[src/wkd_defs.svh]
// Constants of the wake-up and interrupt dispatch block.
// Assumes inclusion by bare name from every file that needs them.
`ifndef WKD_DEFS_SVH
`define WKD_DEFS_SVH

`define WKD_NSRC      6
`define WKD_MASK_RST  1'b1
`define WKD_PULSE_RST 1'b0

`endif

[src/wkd_pkg.sv]
// Types of the wake-up and interrupt dispatch block.
// Assumes wkd_defs.svh is on the include path.
`include "wkd_defs.svh"

package wkd_pkg;

	// ----------------------------------------------------------------
	// Power modes and wake sources
	// ----------------------------------------------------------------
	typedef enum logic [1:0] {
		WKD_SLEEP,
		WKD_IDLE,
		WKD_GREEN,
		WKD_NORMAL
	} wkd_mode_e;

	typedef enum logic [2:0] {
		WKD_SRC_PIN,
		WKD_SRC_LVD,
		WKD_SRC_CONV,
		WKD_SRC_I2C,
		WKD_SRC_SPI,
		WKD_SRC_SCAN
	} wkd_src_e;

	typedef logic [`WKD_NSRC-1:0] wkd_vec_t;

endpackage : wkd_pkg

[src/wkd_dec_if.sv]
// Carrier between the dispatch top and its per-source decoder.
// Assumes one clock domain; the decoder is purely combinational.
`timescale 1ns/10ps
`default_nettype none

interface wkd_dec_if;
	import wkd_pkg::*;

	wkd_mode_e mode;
	logic      masked;
	wkd_vec_t  evt;
	wkd_vec_t  wake_en;
	wkd_vec_t  irq_en;
	wkd_vec_t  wake;
	wkd_vec_t  vec;

	modport ctrl (
		output mode, masked, evt, wake_en, irq_en,
		input  wake, vec
	);

	modport dec (
		input  mode, masked, evt, wake_en, irq_en,
		output wake, vec
	);

endinterface : wkd_dec_if

`default_nettype wire

[src/wkd_src_dec.sv]
// Per-source decision: wake from low power and/or take the vector.
// Assumes events are one-cycle pulses from logic on the same clock.
`timescale 1ns/10ps
`default_nettype none

`include "wkd_defs.svh"

module wkd_src_dec
	import wkd_pkg::*;
(
	// Decision carrier
	wkd_dec_if.dec bus
);

	// ----------------------------------------------------------------
	// Decision table
	// ----------------------------------------------------------------
	// Returns {wake, vector} for one source with an event present
	function automatic logic [1:0] wkd_decide(
		input wkd_src_e  src,
		input logic      we,
		input logic      ie,
		input wkd_mode_e mode,
		input logic      masked
	);
		logic low;
		logic wk;
		logic vc;
		low = (mode == WKD_SLEEP) || (mode == WKD_IDLE);
		wk  = 1'b0;
		vc  = 1'b0;
		case (src)
			WKD_SRC_SCAN: begin
				if (we) begin
					wk = low;
					vc = ie && !masked && (mode != WKD_SLEEP);
				end
			end
			WKD_SRC_LVD: begin
				wk = low && we;
				vc = !low && ie && !masked;
			end
			WKD_SRC_I2C: begin
				if (mode != WKD_GREEN) begin
					wk = low && we;
					vc = ie && !masked && (we || !low);
				end
			end
			default: begin
				wk = low && we;
				vc = ie && !masked && (we || !low);
			end
		endcase
		wkd_decide = {wk, vc};
	endfunction : wkd_decide

	// ----------------------------------------------------------------
	// Evaluation of all sources
	// ----------------------------------------------------------------
	always_comb begin
		logic [1:0] r;
		r        = 2'h0;
		bus.wake = '0;
		bus.vec  = '0;
		for (int i = 0; i < `WKD_NSRC; i++) begin
			r = wkd_decide(wkd_src_e'(i[2:0]), bus.wake_en[i],
				bus.irq_en[i], bus.mode, bus.masked);
			bus.wake[i] = bus.evt[i] && r[1];
			bus.vec[i]  = bus.evt[i] && r[0];
		end
	end

endmodule : wkd_src_dec

`default_nettype wire

[src/wkd_top.sv]
// Wake-up and interrupt dispatch between peripheral events and the core.
// Assumes all event and instruction strobes are one-cycle pulses on
// clk_sys_i; the power mode comes from the core sequencer.
`timescale 1ns/10ps
`default_nettype none

`include "wkd_defs.svh"

module wkd_top
	import wkd_pkg::*;
(
	// Clock and reset
	input  wire logic      clk_sys_i,
	input  wire logic      rst_i,
	// Core state and instructions
	input  wire wkd_mode_e power_mode_i,
	input  wire logic      global_irq_mask_instr_i,
	input  wire logic      global_irq_unmask_instr_i,
	// Enables
	input  wire logic      pin_change_wake_en_i,
	input  wire logic      pin_change_irq_en_i,
	input  wire logic      low_volt_wake_en_i,
	input  wire logic      low_volt_irq_en_i,
	input  wire logic      conv_done_wake_en_i,
	input  wire logic      conv_done_irq_en_i,
	input  wire logic      i2c_slave_wake_en_i,
	input  wire logic      i2c_irq_en_i,
	input  wire logic      spi_slave_wake_en_i,
	input  wire logic      spi_irq_en_i,
	input  wire logic      idle_scan_en_i,
	input  wire logic      scan_irq_en_i,
	// Events
	input  wire logic      pin_change_evt_i,
	input  wire logic      low_volt_evt_i,
	input  wire logic      conv_done_evt_i,
	input  wire logic      i2c_slave_evt_i,
	input  wire logic      spi_slave_evt_i,
	input  wire logic      scan_evt_i,
	input  wire logic      watchdog_timer_timeout_i,
	// To the core sequencer
	output logic           wake_o,
	output logic           vector_o,
	output wkd_vec_t       wake_src_o,
	output wkd_vec_t       vec_src_o,
	output logic           reset_req_o,
	output logic           irq_masked_o,
	output logic           osc_hold_o,
	output logic           i2c_avail_o
);

	// ----------------------------------------------------------------
	// Registers
	// ----------------------------------------------------------------
	logic     masked_reg;
	logic     wake_reg;
	logic     vector_reg;
	wkd_vec_t wake_src_reg;
	wkd_vec_t vec_src_reg;
	logic     reset_req_reg;
	logic     osc_hold_reg;
	logic     i2c_avail_reg;
	wkd_vec_t wake_src_next;
	wkd_vec_t vec_src_next;

	wkd_dec_if dec_bus ();

	// ----------------------------------------------------------------
	// Decoder hookup
	// ----------------------------------------------------------------
	assign dec_bus.mode    = power_mode_i;
	assign dec_bus.masked  = masked_reg;
	assign dec_bus.evt     = {scan_evt_i, spi_slave_evt_i, i2c_slave_evt_i,
		conv_done_evt_i, low_volt_evt_i, pin_change_evt_i};
	assign dec_bus.wake_en = {idle_scan_en_i, spi_slave_wake_en_i,
		i2c_slave_wake_en_i, conv_done_wake_en_i, low_volt_wake_en_i,
		pin_change_wake_en_i};
	assign dec_bus.irq_en  = {scan_irq_en_i, spi_irq_en_i, i2c_irq_en_i,
		conv_done_irq_en_i, low_volt_irq_en_i, pin_change_irq_en_i};

	wkd_src_dec u_dec (
		.bus (dec_bus.dec)
	);

	// Reset outranks any wake or vector in the same cycle
	assign wake_src_next = watchdog_timer_timeout_i ? '0 : dec_bus.wake;
	assign vec_src_next  = watchdog_timer_timeout_i ? '0 : dec_bus.vec;

	// ----------------------------------------------------------------
	// Global interrupt mask
	// ----------------------------------------------------------------
	// Disable wins when both instructions coincide
	always_ff @(posedge clk_sys_i or posedge rst_i) begin
		if (rst_i) begin
			masked_reg <= `WKD_MASK_RST;
		end else if (global_irq_mask_instr_i) begin
			masked_reg <= 1'b1;
		end else if (global_irq_unmask_instr_i) begin
			masked_reg <= 1'b0;
		end
	end

	// ----------------------------------------------------------------
	// Wake and vector requests
	// ----------------------------------------------------------------
	always_ff @(posedge clk_sys_i or posedge rst_i) begin
		if (rst_i) begin
			wake_reg     <= `WKD_PULSE_RST;
			vector_reg   <= `WKD_PULSE_RST;
			wake_src_reg <= '0;
			vec_src_reg  <= '0;
		end else begin
			wake_reg     <= |wake_src_next;
			vector_reg   <= |vec_src_next;
			wake_src_reg <= wake_src_next;
			vec_src_reg  <= vec_src_next;
		end
	end

	// ----------------------------------------------------------------
	// Watchdog reset request
	// ----------------------------------------------------------------
	always_ff @(posedge clk_sys_i or posedge rst_i) begin
		if (rst_i) begin
			reset_req_reg <= `WKD_PULSE_RST;
		end else begin
			reset_req_reg <= watchdog_timer_timeout_i;
		end
	end

	// ----------------------------------------------------------------
	// Clock hold and peripheral availability
	// ----------------------------------------------------------------
	always_ff @(posedge clk_sys_i or posedge rst_i) begin
		if (rst_i) begin
			osc_hold_reg  <= 1'b0;
			i2c_avail_reg <= 1'b0;
		end else begin
			osc_hold_reg  <= conv_done_wake_en_i;
			i2c_avail_reg <= (power_mode_i != WKD_GREEN);
		end
	end

	assign wake_o       = wake_reg;
	assign vector_o     = vector_reg;
	assign wake_src_o   = wake_src_reg;
	assign vec_src_o    = vec_src_reg;
	assign reset_req_o  = reset_req_reg;
	assign irq_masked_o = masked_reg;
	assign osc_hold_o   = osc_hold_reg;
	assign i2c_avail_o  = i2c_avail_reg;

	logic low_pwr;
	logic calm;
	assign low_pwr = (power_mode_i == WKD_SLEEP) ||
		(power_mode_i == WKD_IDLE);
	assign calm = !watchdog_timer_timeout_i;
endmodule : wkd_top

`default_nettype wire

[config.mk]
export PLATFORM = sky130hd
export DESIGN_NAME = wkd_top
export DESIGN_NICKNAME = d
export VERILOG_FILES = /design/src/wkd_pkg.sv /design/src/wkd_dec_if.sv /design/src/wkd_src_dec.sv /design/src/wkd_top.sv
export VERILOG_INCLUDE_DIRS = /design/src /design/src/src
export SDC_FILE = /design/constraint.sdc
export NUM_CORES = 1
export LEC_CHECK = 0
export BUFFER_PORTS_ARGS = -buffer_cell sky130_fd_sc_hd__clkbuf_2
export CAP_MARGIN = 25
export CORE_MARGIN = 2
export CORE_UTILIZATION = 37
export CTS_BUF_LIST = sky130_fd_sc_hd__clkbuf_4 sky130_fd_sc_hd__clkbuf_8
export CTS_CLUSTER_SIZE = 30
export DETAILED_ROUTE_END_ITERATION = 7
export GPL_ROUTABILITY_DRIVEN = 1
export GPL_TIMING_DRIVEN = 0
export PLACE_DENSITY = 0.71
export RECOVER_POWER = 50
export SYNTH_ARGS = -nofsm -noshare
export SYNTH_HDL_FRONTEND = slang
export SYNTH_HIERARCHICAL = 1
export SYNTH_SLANG_ARGS = --single-unit
[constraint.sdc]
create_clock -name clk_sys_i -period 1.1 [get_ports clk_sys_i]
set_input_delay 0.11 -clock clk_sys_i [delete_from_list [all_inputs] [get_ports clk_sys_i]]
set_output_delay 0.11 -clock clk_sys_i [all_outputs]
set_load 0.01 [all_outputs]
**Yosys cells after proc, flatten, opt, wreduce, memory -nomap -nowiden**

Index checks and enable logic that the tools add are counted.

- Logic and storage cells: 59
- Bits in registers: 18

- Multiplexer cells: 8
- Reductions and logical operators: 41
- Equality and inequality tests: 2

Operator list:

| kind | number |
|---|---|
| $logic_and 1x1->1 | 29 |
| $mux 6 | 2 |
| $reduce_or 6->1 | 2 |
| $mux 1 | 6 |
| $logic_or 1x1->1 | 5 |
| $reduce_bool 2->1 | 2 |
| $eq 2x1->1 const B | 1 |
| $logic_not 1->1 | 2 |
| $logic_not 2->1 | 1 |
| $ne 2x2->1 const B | 1 |

**Depth between registers and ports, before layout**

- Word-level depth: 9
- Depth in mapped cells: 5
- Depth with buffers taken out: 4

**By module**

The synthesis kept the hierarchy.

Modules (own cells, without submodules):

| module | sequential area each (um^2) | cells each | area each (um^2) | instances |
|---|---|---|---|---|
| wkd_top | 451.7 | 41 | 615.6 | 1 |
| wkd_src_dec | 0.0 | 24 | 156.4 | 1 |

**Worst setup path after synthesis**

No wires, ideal clock.

- Path kind: register -> register
- Start point: register masked_reg, in the netlist irq_masked_o
- End point: register vector_reg, in the netlist vector_o
- Setup time: 133 ps
- Period minus slack after synthesis: 1239 ps
- Buffers on the path: 0
- Data arrival time: 1106 ps
- Path slack: -139 ps
- Cell stages (with the launch flop): 4
- Cells stage by stage: dfstp_2 and4b_1 and2b_1 nand4bb_1

- Elaborated cells between the ends (all ways): 22
- Classes of those cells: mux: 3; reduce/logical: 19

RTL lines:

| element | line | source |
|---|---|---|
| start, declared | wkd_top.sv:54 | `logic masked_reg;` |
| start signal, assigned | wkd_top.sv:94 | `` masked_reg <= `WKD_MASK_RST; `` |
| $logic_not 1->1 | wkd_src_dec.sv:41 | `vc = !low && ie && !masked;` |
| $logic_and 1x1->1 | wkd_src_dec.sv:41 |  |
| $logic_and 1x1->1 | wkd_src_dec.sv:69 | `bus.vec[i] = bus.evt[i] && r[0];` |
| via dec_bus.vec[1] | wkd_dec_if.sv:15 | `wkd_vec_t vec;` |
| $mux 6 | wkd_top.sv:86 | `assign vec_src_next = watchdog_timer_timeout_i ? '0 : dec_bus.vec;` |
| via vec_src_next[1] | wkd_top.sv:63 | `wkd_vec_t vec_src_next;` |
| $reduce_or 6->1 | wkd_top.sv:113 | `vector_reg <= \|vec_src_next;` |
| end signal, assigned | wkd_top.sv:108 | `` vector_reg <= `WKD_PULSE_RST; `` |
| end signal, assigned | wkd_top.sv:113 |  |
| end, declared | wkd_top.sv:56 | `logic vector_reg;` |

The timed path passes the listed nets, and every way through them passes these cells.
A chain may end at the register's enable or synchronous reset.

**Worst setup path in the final report**

Ends and elaborated chain as after synthesis.

==> results.cfg <==
[cells_and_area]
design_area_mm2 = 0.00108
multi_input_area_um2 = 294
finalNetCount = 143
drive_above_1_share = 0.359
fillers = 193
syn2layout_area_growth_pct = 39.9
ff_latch_area_um2 = 452
insertedDiodeCount = 0

[grt]
grt_antenna_before_repair = 0
grt_first_pass_wirelength_mm = 2.54
grt_overflow = 0
grt_max_degree = 19
grtUsageTotal = 0.138
grt_pass1_vias = 619

[timing]
finalCritPeriodShare = 1.10
relSlewSlack = 0.569
fmax_mhz = 824
skew_ns = 0.000160
rsz0062_at_grt = yes
final.setup.worst_slack_ns = -0.113
fin_crit_ns = 1.21
setup_viol = 3
tightest_slew_ns = 0.645
hold_viol_final = 0
slew_violations = 0

[setup_path]
crit_end = vector_o
ff2ff_setup_slack_ns = -0.11
slowest_stage = dfstp_2
worst_ep_arrival_time_ns = 1.37
required_ns = 1.25
slowest_delay_ns = 0.56
path_class = flop to flop
worstPathMaxFanout = 4
cp-startpoint = irq_masked_o
worstPathCellList = and4b_1 -> and2b_1 -> nand4bb_1
r2r_start = irq_masked_o
r2r_end = vector_o
cp-start-kind = flop
endpoint_kind = flop
reg2regPathDepth = 3

[die]
die_w_um = 49.7
start_util = 0.393
die-area_mm2 = 0.00247
die_h_um = 49.7
io_pins = 43
rows = 16
coreArea_mm2 = 0.00196

[power_and_ir_drop]
irDropWorstVdd_mv = 0.505
powerDensity_mw_per_mm2 = 1170
finalPower_mw = 1.27
p_leak_nw = 0.568

[routing]
num_vias = 623
routedWlPerCell_um = 11.0
drt-pass1-iter-count = 4
viasPerCell = 4.33
drc = 0
drt-initial-drc-count = 3
totalWireLength_mm = 1.59
antenna_left = 0

[clock_tree]
cts_tree = done
root_buffer = clkbuf_4
cts_sinks = 18
cts_buffer_depth = 2
clk_pin_slew_ns = 0.09
htreeDepth = 1
cts_made_buffers = 3
insertion_delay_ns = 0.28

[synth]
synthTopCellsByArea = dfrtp_1 (55%), nor2b_1 (6.5%), o21bai_1 (3.9%), dfstp_2 (3.4%), nor2_1 (3.4%)
synth_warnings = 6
synth_common_cells = dfrtp_1 (17), nor2b_1 (8), nor2_1 (7), nand2_1 (6), o21bai_1 (4)
synth-edff-count = 0
synthFlopType = dfrtp_1
synth_top_cell_area_share = 0.551
ys_seq_area_frac = 0.585
yosysTopAreaCell = dfrtp_1
yosysMostFrequentCell = dfrtp_1
synth_nets = 90
syn_inst = 65
ys_async_sr_fraction = 1.00
synth.distinct_cells = 21
netlist_area_um2 = 772
synth-seq-cells = 18
synth.avg_cell_area_um2 = 11.9

[hold_path]
hold_class = primary input to flop

[outcome]
failed_checks = setup timing
status = finished, violations left

[placement]
dpl_worst_slack_ns = -0.234
globalplace.congestion = 0.798
portBuffers = 42
dp_hpwl_mm = 1.24
postPlaceCellArea_mm2 = 0.00102

[flow_run]
drv_cap = 0
==> cell type report <==
cell class | count | area share
Multi-Input combinational cell | 43 | 0.272
Tap cell | 27 | 0.0313
Buffer | 2 | 0.0139
Sequential cell | 18 | 0.418
Timing Repair Buffer | 48 | 0.224
Clock buffer | 4 | 0.0336
Inverter | 2 | 0.00695
==> power by group <==
group / internal, mW / switching, mW
clock: 0.201 / 0.188
combinational: 0.0914 / 0.0942
sequential: 0.687 / 0.00732
==> kinds of logic after synthesis <==
family,after synthesis,synth area share
and+or+nand+nor,35,0.300
DFF,18,0.585
buffers and inverters,4,0.0340
AOI/OAI and AO/OA,7,0.0681
muxes,1,0.0130
==> metal layers <==
metal | up-vias | part of all wire | GRT usage
met5 | - | 0 | 0
met4 | 0 | 0 | 0.0833
met3 | 0 | 0.097 | 0.0333
met2 | 30 | 0.47 | 0.231
met1 | 275 | 0.43 | 0.157
li1 | 318 | - | -
==> how the worst min path moves through the flow <==
stage	slack (ns)	to	cells past startpoint	startpoint
2_1_floorplan	0.05	i2c_avail_o	1	rst_i
3_3_place_gp	0.20	wake_src_o[5]	2	rst_i
3_5_place_dp	0.21	reset_req_o	2	rst_i
4_1_cts	0.005	irq_masked_o	2	global_irq_mask_instr_i
5_1_grt	0.005	irq_masked_o	2	global_irq_mask_instr_i
6_report	0.006	irq_masked_o	2	global_irq_mask_instr_i
==> critical path: cells and delay by family, from the launching register on <==
kind             cells  cell delay [ns]
AND/OR/NAND/NOR      3             0.52
flip-flops           1             0.56
==> placed cells by master (no fill, tap or decap) <==
master / n
clkbuf_2: 24
clkbuf_1: 18
dfrtp_1: 17
nor2b_1: 8
nor2_1: 7
nand2_1: 6
buf_4: 5
o21bai_1: 4
and2b_1: 3
clkbuf_4: 3
nand4bb_1: 2
inv_1: 2
dlygate4sd3_1: 2
and3b_2: 2
nor3_2: 2
o211ai_1: 2
and2b_4: 1
nand2b_1: 1
a21o_1: 1
clkbuf_8: 1
dfstp_2: 1
buf_6: 1
nor2_2: 1
and4b_1: 1
mux2i_1: 1
nor4b_2: 1
==> per-stage QoR <==
step                utilization  TNS (ns)  hold WS [ns]  std cells
floorplan                     -    -0.139        0.0478         65
CTS                       0.563    -0.210       0.00501        144
detailed placement        0.518    -0.252         0.213        134
global placement          0.518    -0.223         0.195        134
finish                    0.550    -0.206       0.00564        144
global route              0.550    -0.364       0.00452        144
==> timing repair <==
action / in CTS / in global routing
gates resized for setup: 1 / 0
setup endpoints to repair: 3 / 3
hold buffers: 2 / 0
hold endpoints to repair: 18 / 0
setup buffers: 4 / 0
pin swaps: 1 / 1
==> registers in the layout (all words and copies together) (netlist names) <==
signal	cells
osc_hold_o	1
vector_o	1
vec_src_o	6
i2c_avail_o	1
wake_src_o	6
reset_req_o	1
wake_o	1
irq_masked_o	1
(Power assumes the default switching activity.)
